File: src/rtl/sdrc_defines.svh
// register map, field positions, reset values and timing constants
`ifndef SDRC_DEFINES_SVH
`define SDRC_DEFINES_SVH

// register byte offsets on the avalon slave
`define SDRC_OFF_CTRL     6'h00
`define SDRC_OFF_RATE     6'h04
`define SDRC_OFF_CHEN     6'h08
`define SDRC_OFF_STATUS   6'h0C
`define SDRC_OFF_DATA     6'h10
`define SDRC_OFF_ISTAT    6'h14
`define SDRC_OFF_IMASK    6'h18
// per-channel result window occupies 0x20..0x3C
`define SDRC_RES_BIT      5

// control register fields
`define SDRC_CTRL_RUN     0
`define SDRC_CTRL_ORDER   1
`define SDRC_CTRL_CHOP    2
`define SDRC_CTRL_NOTCH   3
`define SDRC_CTRL_APPEND  4
`define SDRC_CTRL_ZLAT    5
`define SDRC_CTRL_W       6

// interrupt status and mask fields
`define SDRC_IRQ_RESULT   0
`define SDRC_IRQ_PASS     1
`define SDRC_IRQ_W        2

// reset values
`define SDRC_CTRL_RST     6'h00
`define SDRC_RATE_RST     10'h060
`define SDRC_CHEN_RST     8'h01

// clocks: system clock and nominal master clock, in hertz
`define SDRC_SYS_HZ       25'd25000000
`define SDRC_MOD_HZ       25'd4920000

// master clock ticks per unit of the rate divider, minus one
`define SDRC_DEC_LAST     10'h3FF
// settling, in output periods
`define SDRC_SETTLE_O4    3'h4
`define SDRC_SETTLE_O3    3'h3
`define SDRC_SETTLE_CHOP  3'h2
// divider value that gives the 50 hz output rate
`define SDRC_NOTCH_DIV    10'h060

`endif

File: src/rtl/sdrc_pkg.sv
// types shared by the rate and chop sequencer
package sdrc_pkg;
	// conversion engine states, gray along idle-reset-run
	typedef enum logic [1:0] {
		ENG_IDLE  = 2'b00,
		ENG_RESET = 2'b01,
		ENG_RUN   = 2'b11
	} sdrc_eng_t;

	// avalon access phases, gray along idle-fetch-done
	typedef enum logic [1:0] {
		BP_IDLE  = 2'b00,
		BP_FETCH = 2'b01,
		BP_DONE  = 2'b11
	} sdrc_bp_t;
endpackage : sdrc_pkg

File: src/rtl/sdrc_mem_if.sv
// carrier between the sequencer and its result memory
`timescale 1ns/1ps
`default_nettype none
interface sdrc_mem_if #(
	parameter int AW = 3,
	parameter int DW = 24
);
	logic          we;
	logic [AW-1:0] waddr;
	logic [DW-1:0] wdata;
	logic [AW-1:0] raddr;
	logic [DW-1:0] rdata;
	modport ctl (output we, output waddr, output wdata, output raddr,
		input rdata);
	modport mem (input we, input waddr, input wdata, input raddr,
		output rdata);
endinterface : sdrc_mem_if
`default_nettype wire

File: src/rtl/sdrc_mem.sv
// per-channel last-result memory with registered read data
`timescale 1ns/1ps
`default_nettype none
module sdrc_mem #(
	parameter int AW = 3,
	parameter int DW = 24
) (
	input  wire logic  mclk_in,
	input  wire logic  nrst_in,
	input  wire logic  ce_in,
	sdrc_mem_if.mem    mem_port
);
	logic [DW-1:0] arr [0:(1<<AW)-1];
	logic [DW-1:0] rdata_reg;
	logic [DW-1:0] rdata_next;

	// array holds no reset; software reads only channels already written
	always_comb begin
		rdata_next = arr[mem_port.raddr];
	end

	always_ff @(posedge mclk_in) begin
		if (ce_in && mem_port.we) begin
			arr[mem_port.waddr] <= mem_port.wdata;
		end
	end

	always_ff @(posedge mclk_in or negedge nrst_in) begin
		if (!nrst_in) begin
			rdata_reg <= '0;
		end else if (ce_in) begin
			rdata_reg <= rdata_next;
		end
	end

	assign mem_port.rdata = rdata_reg;
endmodule : sdrc_mem
`default_nettype wire

File: src/rtl/sdrc_top.sv
// sigma-delta rate, chop and channel sequencer with avalon registers
//
// Contract
// - order bit 0 picks fourth-order filter (default), 1 picks third-order.
// - chop off: one result per channel every 1024 x divider master ticks.
// - chop off settling: four periods fourth-order, three third-order.
// - chop on: swap input polarity each settle, average successive results.
// - chop on: output period 1024 x divider times four or three.
// - chop on: settling is two output periods for either order.
// - divider at 50 hz and notch bit set adds 50 and 60 hz notches.
// - continuous mode steps through enabled channels only, one conversion each.
// - channel change resets modulator and filter, data-ready high, full settle.
// - data-ready low only with a valid result; next channel starts meanwhile.
// - one full pass takes settling time times enabled channel count.
// - all rates and settling derive from the 4.92 mhz master clock.
// - status byte low four bits carry the result's channel index.
// - data-ready returns high once a data register read completes.
// - zero-latency bit gives every conversion the full settling time.
//
// Added by the designer: the Avalon-MM interface to the registers and the placing of the registers.
`timescale 1ns/1ps
`default_nettype none
`include "sdrc_defines.svh"
module sdrc_top import sdrc_pkg::*; #(
	parameter int DATA_W = 24
) (
	input  wire logic              mclk_in,
	input  wire logic              nrst_in,
	input  wire logic              ce_in,
	input  wire logic [5:0]        avs_address_in,
	input  wire logic              avs_read_in,
	input  wire logic              avs_write_in,
	input  wire logic [31:0]       avs_writedata_in,
	output var  logic [31:0]       avs_readdata_out,
	output var  logic              avs_waitrequest_out,
	input  wire logic [DATA_W-1:0] filt_data_in,
	output var  logic              irq_out,
	output var  logic              drdy_n_out,
	output var  logic              mod_reset_out,
	output var  logic              chop_pol_out,
	output var  logic              filter_order_out,
	output var  logic              dual_notch_out,
	output var  logic [2:0]        channel_sel_out
);
	// next enabled channel after cur, wrapping round the eight enables
	function automatic logic [2:0] next_chan(input logic [7:0] en,
		input logic [2:0] cur);
		logic [2:0] c;
		logic       found;
		c = cur;
		found = 1'b0;
		next_chan = cur;
		for (int i = 0; i < 8; i++) begin
			c = c + 3'h1;
			if (!found && en[c]) begin
				next_chan = c;
				found = 1'b1;
			end
		end
	endfunction : next_chan

	// status byte: data-ready in bit 7, channel index in the low nibble
	function automatic logic [7:0] stat_byte(input logic rdy_n,
		input logic [2:0] ch);
		stat_byte = {rdy_n, 4'h0, ch};
	endfunction : stat_byte

	sdrc_mem_if #(.AW(3), .DW(DATA_W)) mbus ();

	sdrc_mem #(.AW(3), .DW(DATA_W)) u_mem (
		.mclk_in  (mclk_in),
		.nrst_in  (nrst_in),
		.ce_in    (ce_in),
		.mem_port (mbus.mem)
	);

	// bus and configuration state
	sdrc_bp_t                  bp_reg, bp_next;
	logic                      waitreq_reg, waitreq_next;
	logic [31:0]               rdata_reg, rdata_next;
	logic [`SDRC_CTRL_W-1:0]   ctrl_reg, ctrl_next;
	logic [9:0]                rate_reg, rate_next;
	logic [7:0]                chen_reg, chen_next;
	logic [`SDRC_IRQ_W-1:0]    istat_reg, istat_next;
	logic [`SDRC_IRQ_W-1:0]    imask_reg, imask_next;
	logic                      irq_reg, irq_next;
	logic                      notch_reg, notch_next;
	logic                      cfg_chg_reg, cfg_chg_next;
	logic [5:0]                adr;
	logic                      rd_done;
	logic                      wr_done;

	// engine state
	sdrc_eng_t                 eng_reg, eng_next;
	logic [24:0]               acc_reg, acc_next;
	logic [9:0]                dec_reg, dec_next;
	logic [9:0]                fsc_reg, fsc_next;
	logic [2:0]                stp_reg, stp_next;
	logic [2:0]                set_reg, set_next;
	logic [2:0]                chan_reg, chan_next;
	logic [2:0]                rch_reg, rch_next;
	logic                      pol_reg, pol_next;
	logic [DATA_W-1:0]         prev_reg, prev_next;
	logic [DATA_W-1:0]         data_reg, data_next;
	logic                      drdy_n_reg, drdy_n_next;
	logic                      modrst_reg, modrst_next;
	logic                      evres_reg, evres_next;
	logic                      evpass_reg, evpass_next;

	logic [24:0]               sum;
	logic                      tick;
	logic [9:0]                fs_eff;
	logic [2:0]                order_n;
	logic [2:0]                step_len;
	logic [2:0]                settle_len;
	logic                      base_p;
	logic                      step_p;
	logic                      multi;
	logic                      advance;
	logic [2:0]                nxt;
	logic [DATA_W:0]           diff;
	logic [DATA_W-1:0]         res;

	assign adr = {avs_address_in[5:2], 2'b00};
	assign rd_done = (bp_reg == BP_DONE) && avs_read_in
		&& (adr == `SDRC_OFF_DATA);
	assign wr_done = (bp_reg == BP_DONE) && avs_write_in;

	// bus slave: two wait states so memory reads land in a flop
	always_comb begin
		bp_next = bp_reg;
		rdata_next = rdata_reg;
		ctrl_next = ctrl_reg;
		rate_next = rate_reg;
		chen_next = chen_reg;
		imask_next = imask_reg;
		cfg_chg_next = 1'b0;
		istat_next = istat_reg;
		case (bp_reg)
			BP_IDLE: begin
				if (avs_read_in || avs_write_in) begin
					bp_next = BP_FETCH;
				end
			end
			BP_FETCH: begin
				bp_next = BP_DONE;
				if (adr == `SDRC_OFF_CTRL) begin
					rdata_next = {26'h0, ctrl_reg};
				end else if (adr == `SDRC_OFF_RATE) begin
					rdata_next = {22'h0, rate_reg};
				end else if (adr == `SDRC_OFF_CHEN) begin
					rdata_next = {24'h0, chen_reg};
				end else if (adr == `SDRC_OFF_STATUS) begin
					rdata_next = {24'h0, stat_byte(drdy_n_reg, rch_reg)};
				end else if (adr == `SDRC_OFF_DATA) begin
					// status byte rides above the result when asked
					rdata_next = {ctrl_reg[`SDRC_CTRL_APPEND]
						? stat_byte(drdy_n_reg, rch_reg) : 8'h00, data_reg};
				end else if (adr == `SDRC_OFF_ISTAT) begin
					rdata_next = {30'h0, istat_reg};
				end else if (adr == `SDRC_OFF_IMASK) begin
					rdata_next = {30'h0, imask_reg};
				end else if (avs_address_in[`SDRC_RES_BIT]) begin
					rdata_next = {8'h00, mbus.rdata};
				end else begin
					rdata_next = 32'h0;
				end
			end
			default: begin
				bp_next = BP_IDLE;
			end
		endcase
		if (wr_done) begin
			if (adr == `SDRC_OFF_CTRL) begin
				ctrl_next = avs_writedata_in[`SDRC_CTRL_W-1:0];
				cfg_chg_next = 1'b1;
			end else if (adr == `SDRC_OFF_RATE) begin
				rate_next = avs_writedata_in[9:0];
				cfg_chg_next = 1'b1;
			end else if (adr == `SDRC_OFF_CHEN) begin
				chen_next = avs_writedata_in[7:0];
				cfg_chg_next = 1'b1;
			end else if (adr == `SDRC_OFF_ISTAT) begin
				istat_next = istat_reg & ~avs_writedata_in[1:0];
			end else if (adr == `SDRC_OFF_IMASK) begin
				imask_next = avs_writedata_in[1:0];
			end
		end
		// a new event beats a clear in the same cycle
		istat_next = istat_next | {evpass_reg, evres_reg};
		irq_next = |(istat_next & imask_next);
		notch_next = ctrl_next[`SDRC_CTRL_NOTCH]
			&& (rate_next == `SDRC_NOTCH_DIV);
		waitreq_next = (bp_next != BP_DONE);
	end

	always_ff @(posedge mclk_in or negedge nrst_in) begin
		if (!nrst_in) begin
			bp_reg <= BP_IDLE;
			waitreq_reg <= 1'b1;
			rdata_reg <= 32'h0;
			ctrl_reg <= `SDRC_CTRL_RST;
			rate_reg <= `SDRC_RATE_RST;
			chen_reg <= `SDRC_CHEN_RST;
			istat_reg <= '0;
			imask_reg <= '0;
			irq_reg <= 1'b0;
			notch_reg <= 1'b0;
			cfg_chg_reg <= 1'b0;
		end else if (ce_in) begin
			bp_reg <= bp_next;
			waitreq_reg <= waitreq_next;
			rdata_reg <= rdata_next;
			ctrl_reg <= ctrl_next;
			rate_reg <= rate_next;
			chen_reg <= chen_next;
			istat_reg <= istat_next;
			imask_reg <= imask_next;
			irq_reg <= irq_next;
			notch_reg <= notch_next;
			cfg_chg_reg <= cfg_chg_next;
		end
	end

	// timing terms shared by the engine
	always_comb begin
		sum = acc_reg + `SDRC_MOD_HZ;
		tick = (sum >= `SDRC_SYS_HZ);
		fs_eff = (rate_reg == 10'h000) ? 10'h001 : rate_reg;
		order_n = ctrl_reg[`SDRC_CTRL_ORDER]
			? `SDRC_SETTLE_O3 : `SDRC_SETTLE_O4;
		step_len = ctrl_reg[`SDRC_CTRL_CHOP] ? order_n : 3'h1;
		settle_len = ctrl_reg[`SDRC_CTRL_CHOP]
			? `SDRC_SETTLE_CHOP : order_n;
		base_p = tick && (dec_reg == `SDRC_DEC_LAST)
			&& (fsc_reg >= fs_eff - 10'h001);
		step_p = base_p && (stp_reg >= step_len - 3'h1);
		multi = |(chen_reg & (chen_reg - 8'h01));
		advance = multi || ctrl_reg[`SDRC_CTRL_ZLAT];
		nxt = next_chan(chen_reg, chan_reg);
		diff = pol_reg
			? {prev_reg[DATA_W-1], prev_reg} - {filt_data_in[DATA_W-1], filt_data_in}
			: {filt_data_in[DATA_W-1], filt_data_in} - {prev_reg[DATA_W-1], prev_reg};
		res = ctrl_reg[`SDRC_CTRL_CHOP] ? diff[DATA_W:1] : filt_data_in;
	end

	// conversion engine: master tick, divider, chop steps, sequencing
	always_comb begin
		eng_next = eng_reg;
		acc_next = acc_reg;
		dec_next = dec_reg;
		fsc_next = fsc_reg;
		stp_next = stp_reg;
		set_next = set_reg;
		chan_next = chan_reg;
		rch_next = rch_reg;
		pol_next = pol_reg;
		prev_next = prev_reg;
		data_next = data_reg;
		drdy_n_next = drdy_n_reg;
		modrst_next = 1'b0;
		evres_next = 1'b0;
		evpass_next = 1'b0;
		mbus.we = 1'b0;
		mbus.waddr = chan_reg;
		mbus.wdata = res;
		if (rd_done) begin
			drdy_n_next = 1'b1;
		end
		case (eng_reg)
			ENG_IDLE: begin
				modrst_next = 1'b1;
				if (ctrl_reg[`SDRC_CTRL_RUN] && (chen_reg != 8'h00)) begin
					eng_next = ENG_RESET;
				end
			end
			ENG_RESET: begin
				// hold modulator and filter in reset, data not ready
				modrst_next = 1'b1;
				drdy_n_next = 1'b1;
				acc_next = '0;
				dec_next = '0;
				fsc_next = '0;
				stp_next = '0;
				set_next = '0;
				pol_next = 1'b0;
				chan_next = next_chan(chen_reg, 3'h7);
				eng_next = ENG_RUN;
			end
			default: begin
				acc_next = tick ? sum - `SDRC_SYS_HZ : sum;
				if (tick) begin
					dec_next = dec_reg + 10'h001;
					if (dec_reg == `SDRC_DEC_LAST) begin
						fsc_next = base_p ? 10'h000 : fsc_reg + 10'h001;
					end
				end
				if (base_p) begin
					stp_next = step_p ? 3'h0 : stp_reg + 3'h1;
				end
				if (step_p) begin
					// swap the input pair after each settled phase
					pol_next = ctrl_reg[`SDRC_CTRL_CHOP] ? ~pol_reg : 1'b0;
					prev_next = filt_data_in;
					if (set_reg >= settle_len - 3'h1) begin
						// settled: publish, data-ready low only now
						data_next = res;
						rch_next = chan_reg;
						drdy_n_next = 1'b0;
						evres_next = 1'b1;
						mbus.we = 1'b1;
						if (advance) begin
							// restart the filter on the next channel
							chan_next = nxt;
							set_next = 3'h0;
							pol_next = 1'b0;
							modrst_next = 1'b1;
							evpass_next = (nxt <= chan_reg);
						end
					end else begin
						set_next = set_reg + 3'h1;
					end
				end
			end
		endcase
		// any control, rate or channel-enable write restarts the whole sequence
		if (cfg_chg_reg) begin
			eng_next = (ctrl_reg[`SDRC_CTRL_RUN] && (chen_reg != 8'h00))
				? ENG_RESET : ENG_IDLE;
		end
	end

	always_ff @(posedge mclk_in or negedge nrst_in) begin
		if (!nrst_in) begin
			eng_reg <= ENG_IDLE;
			acc_reg <= '0;
			dec_reg <= '0;
			fsc_reg <= '0;
			stp_reg <= '0;
			set_reg <= '0;
			chan_reg <= '0;
			rch_reg <= '0;
			pol_reg <= 1'b0;
			prev_reg <= '0;
			data_reg <= '0;
			drdy_n_reg <= 1'b1;
			modrst_reg <= 1'b1;
			evres_reg <= 1'b0;
			evpass_reg <= 1'b0;
		end else if (ce_in) begin
			eng_reg <= eng_next;
			acc_reg <= acc_next;
			dec_reg <= dec_next;
			fsc_reg <= fsc_next;
			stp_reg <= stp_next;
			set_reg <= set_next;
			chan_reg <= chan_next;
			rch_reg <= rch_next;
			pol_reg <= pol_next;
			prev_reg <= prev_next;
			data_reg <= data_next;
			drdy_n_reg <= drdy_n_next;
			modrst_reg <= modrst_next;
			evres_reg <= evres_next;
			evpass_reg <= evpass_next;
		end
	end

	// memory read follows the bus address every cycle
	assign mbus.raddr = avs_address_in[4:2];

	assign avs_readdata_out = rdata_reg;
	assign avs_waitrequest_out = waitreq_reg;
	assign irq_out = irq_reg;
	assign drdy_n_out = drdy_n_reg;
	assign mod_reset_out = modrst_reg;
	assign chop_pol_out = pol_reg;
	assign filter_order_out = ctrl_reg[`SDRC_CTRL_ORDER];
	assign dual_notch_out = notch_reg;
	assign channel_sel_out = chan_reg;
endmodule : sdrc_top
`default_nettype wire

File: config.mk
export PLATFORM = sky130hd
export DESIGN_NAME = sdrc_top
export DESIGN_NICKNAME = d
export VERILOG_FILES = /design/src/rtl/sdrc_pkg.sv /design/src/rtl/sdrc_mem_if.sv /design/src/rtl/sdrc_mem.sv /design/src/rtl/sdrc_top.sv
export VERILOG_INCLUDE_DIRS = /design/src /design/src/rtl
export SDC_FILE = /design/constraint.sdc
export NUM_CORES = 1
export LEC_CHECK = 0
export BUFFER_PORTS_ARGS = -buffer_cell sky130_fd_sc_hd__buf_4
export CORE_MARGIN = 2
export CORE_UTILIZATION = 50
export DETAILED_ROUTE_END_ITERATION = 8
export PLACE_DENSITY = 0.66
export SYNTH_ARGS = -nofsm -noshare
export SYNTH_HDL_FRONTEND = slang
export SYNTH_SLANG_ARGS = --single-unit
File: constraint.sdc
create_clock -name mclk_in -period 6.5 [get_ports mclk_in]
set_clock_uncertainty 0.2 [all_clocks]
set_input_delay 0.325 -clock mclk_in [delete_from_list [all_inputs] [get_ports mclk_in]]
set_output_delay 0.325 -clock mclk_in [all_outputs]
set_load 0.01 [all_outputs]
==> results_dict.tcl <==
set metrics [dict create \
    total_power_mw 8.885 \
    routedWlPerCell_um 20.63 \
    cts.path.max_buffers 3 \
    synthTopCellsByArea "edfxtp_1, dfrtp_1, mux4_2" \
    postSynthCellCount 1853 \
    first_pass_iters 5 \
    final_max_slew_viol_count 0 \
    yosys.area.top_type "edfxtp_1" \
    synth-seq-cells 384 \
    antenna_found_initial 0 \
    die_area_sq_mm 0.04333 \
    numPortBuffers 80 \
    drive_gt1_share_pct 16.25 \
    grt_overflow 0 \
    setup_viol 0 \
    rsz0062_at_grt "false" \
    tns_ps 0 \
    grt_first_pass_wirelength_um 82920 \
    vdd_drop_max_v 0.0002236 \
    yosys_most_used_dff "edfxtp_1" \
    layout_commonest_cell "edfxtp_1" \
    syn-cell-area_sq_mm 0.02084 \
    cts_tree "built" \
    ys_types 102 \
    max_slew_margin_pct 23.73 \
    layoutNonFillerInstCount 2495 \
    hpwl_um 33580 \
    dp_cells 2379 \
    drc_errors 0 \
    r2r_slack_ps 1080 \
    finalWirelength_um 51480 \
    htree_num_levels 2 \
    ctsResizeCount 0 \
    crit_path_end_kind "register" \
    die_w_um 208.2 \
    status "finished, final reports clean" \
    worstHoldPathType "in2reg" \
    rows 74 \
    routabilityCongestion 0.8700 \
    drv_cap 0 \
    stdcell_area_sq_mm 0.02371 \
    final_util_pct 57.80 \
    clock_latency_ps 580 \
    ys_seq_area_share_pct 50.76 \
    power.leakage_nw 9.732 \
    grt_usage_pct 24.20 \
    power.density_mw_per_mm2 374.8 \
    regMostFlops "u_mem.arr" \
    antenna_cells 0 \
    yosysTopAreaCellShare_pct 27.67 \
    grt_start_max_net_pins 105 \
    core_area_sq_mm 0.04102 \
    critPathMaxFanout 21 \
    worstPathRequired_ps 6780 \
    synthArstFlopShare_pct 50.00 \
    fin_crit_ps 5422 \
    grt_pass1_vias 14930 \
    cts-buffers-inserted 43 \
    root_buffer "clkbuf_16" \
    fin_crit_sh_pct 83.41 \
    syn_avg_cell_area_sq_um 11.25 \
    finalNetCount 2073 \
    path_class "reg2reg" \
    finalHoldViolCount 0 \
    worst_slew_pin_slew_ps 1132 \
    io_pins 109 \
    ant_nets 0 \
    yosys_warnings 0 \
    clkSlewWorstSetupHoldPaths_ps 60 \
    synth_edf_count 192 \
    cp_data_arrival_time_ps 5700 \
    cp-start-kind "register" \
    avgViaCountPerCell 5.989 \
    initial_core_util_pct 50.81 \
    clock_sinks 384 \
    dpl_cell_area_sq_mm 0.02185 \
    max_freq_mhz 184.4 \
    num_vias 14940 \
    syn_to_final_growth_pct 13.76 \
    post_cts_buffers 0 \
    drt_iter0_markers 1158 \
    final_cell_mix "edfxtp_1, dfrtp_1, nand2_1" \
    die_h_um 208.2 \
    largest_reg_flops 192 \
]
-- final timing paths --
kind | start | endpoint | cells past startpoint
worst max register to register | channel_sel_out[0] | evpass_reg | 15
max in group asynchronous | nrst_in | data_reg[17] | 3
worst min register to register | data_reg[0] | data_reg[0] | 2
worst max-delay path | channel_sel_out[0] | evpass_reg | 15
min in group asynchronous | nrst_in | acc_reg[12] | 2
worst min-delay path | avs_address_in[2] | cfg_chg_reg | 4
-- layout make-up --
type	count	area [sq um]
Timing Repair Buffer	138	1135
Sequential cell	384	10580
Clock buffer	59	1176
Inverter	90	337.8
Tap cell	532	665.6
Clock inverter	20	307.8
Fill cell	3452	17310
Multi-Input combinational cell	1272	9505
-- worst max-delay path, cell delays in order (launching register included) --
cell and delay [ps]:
dfrtp_1 870, inv_2 200, ha_1 840, mux4_2 630, or2_0 210, a211o_1 320
nand2_2 150, o2111ai_1 130, a32oi_1 200, or3b_1 410, ha_1 300, nor2b_1 140
o21a_1 160, o21ai_0 330, nand3_1 120, o21ai_0 110
-- per-stage QoR --
step | hold WS, ps | setup WS [ps]
CTS | 88.53 | 1080
floorplan | -170.6 | 1071
global placement | 251.5 | 1175
global route | 141.4 | 766.6
detailed placement | 254.8 | 1129
finish | 118.1 | 1078
-- power by group --
| part | total, mW | leakage (nW) | internal [mW] | switching (mW) |
|---|---|---|---|---|
| registers | 3.22 | 4.07 | 2.87 | 0.350 |
| clock network | 2.56 | 0.727 | 1.55 | 1.01 |
| logic | 3.10 | 4.94 | 1.31 | 1.80 |
| total | 8.89 | 9.73 | 5.73 | 3.15 |
-- cell usage after synthesis (10+ instances only) --
master	n
edfxtp_1	192
dfrtp_1	186
nand2_1	183
o21ai_0	119
a21oi_1	116
nor2_1	116
inv_1	89
ha_1	75
clkbuf_1	69
mux2i_1	56
mux4_2	55
mux2_2	45
xnor2_1	36
nand3_1	35
a21o_1	30
nand4_1	27
nor2b_1	22
nor3_1	20
and3_1	19
a22oi_1	18
buf_1	17
o211ai_1	17
buf_2	16
a211oi_1	15
o21a_1	15
and2_1	14
nand2b_1	13
a22o_1	12
mux2_1	12
xor2_1	12
o31ai_1	11
o21ai_1	10
-- per-layer routing --
metal / wire length (um) / global-route usage (%) / up-vias
li1: - / - / 7022
met1: 22370 / 31.84 / 7446
met2: 25250 / 41.25 / 362
met3: 2156 / 2.838 / 112
met4: 1701 / 9.427 / 0
met5: 0 / 0 / -
-- cells by family after synthesis --
kind of cell,count (synthesis),share of synthesized area [%]
simple gates,497,11.25
fa+ha+maj,80,4.845
buf+inv,200,3.867
flops,384,50.76
mux,168,11.71
compound gates,467,14.87
xor+xnor,56,2.672
other cells,1,0.01800
-- repair_timing --
item	4_1_cts	5_1_grt
endpoints found under the setup margin	0	0
endpoints found under the hold margin	151	0
hold buffers	37	0
Power figures use the tool's default switching activity.
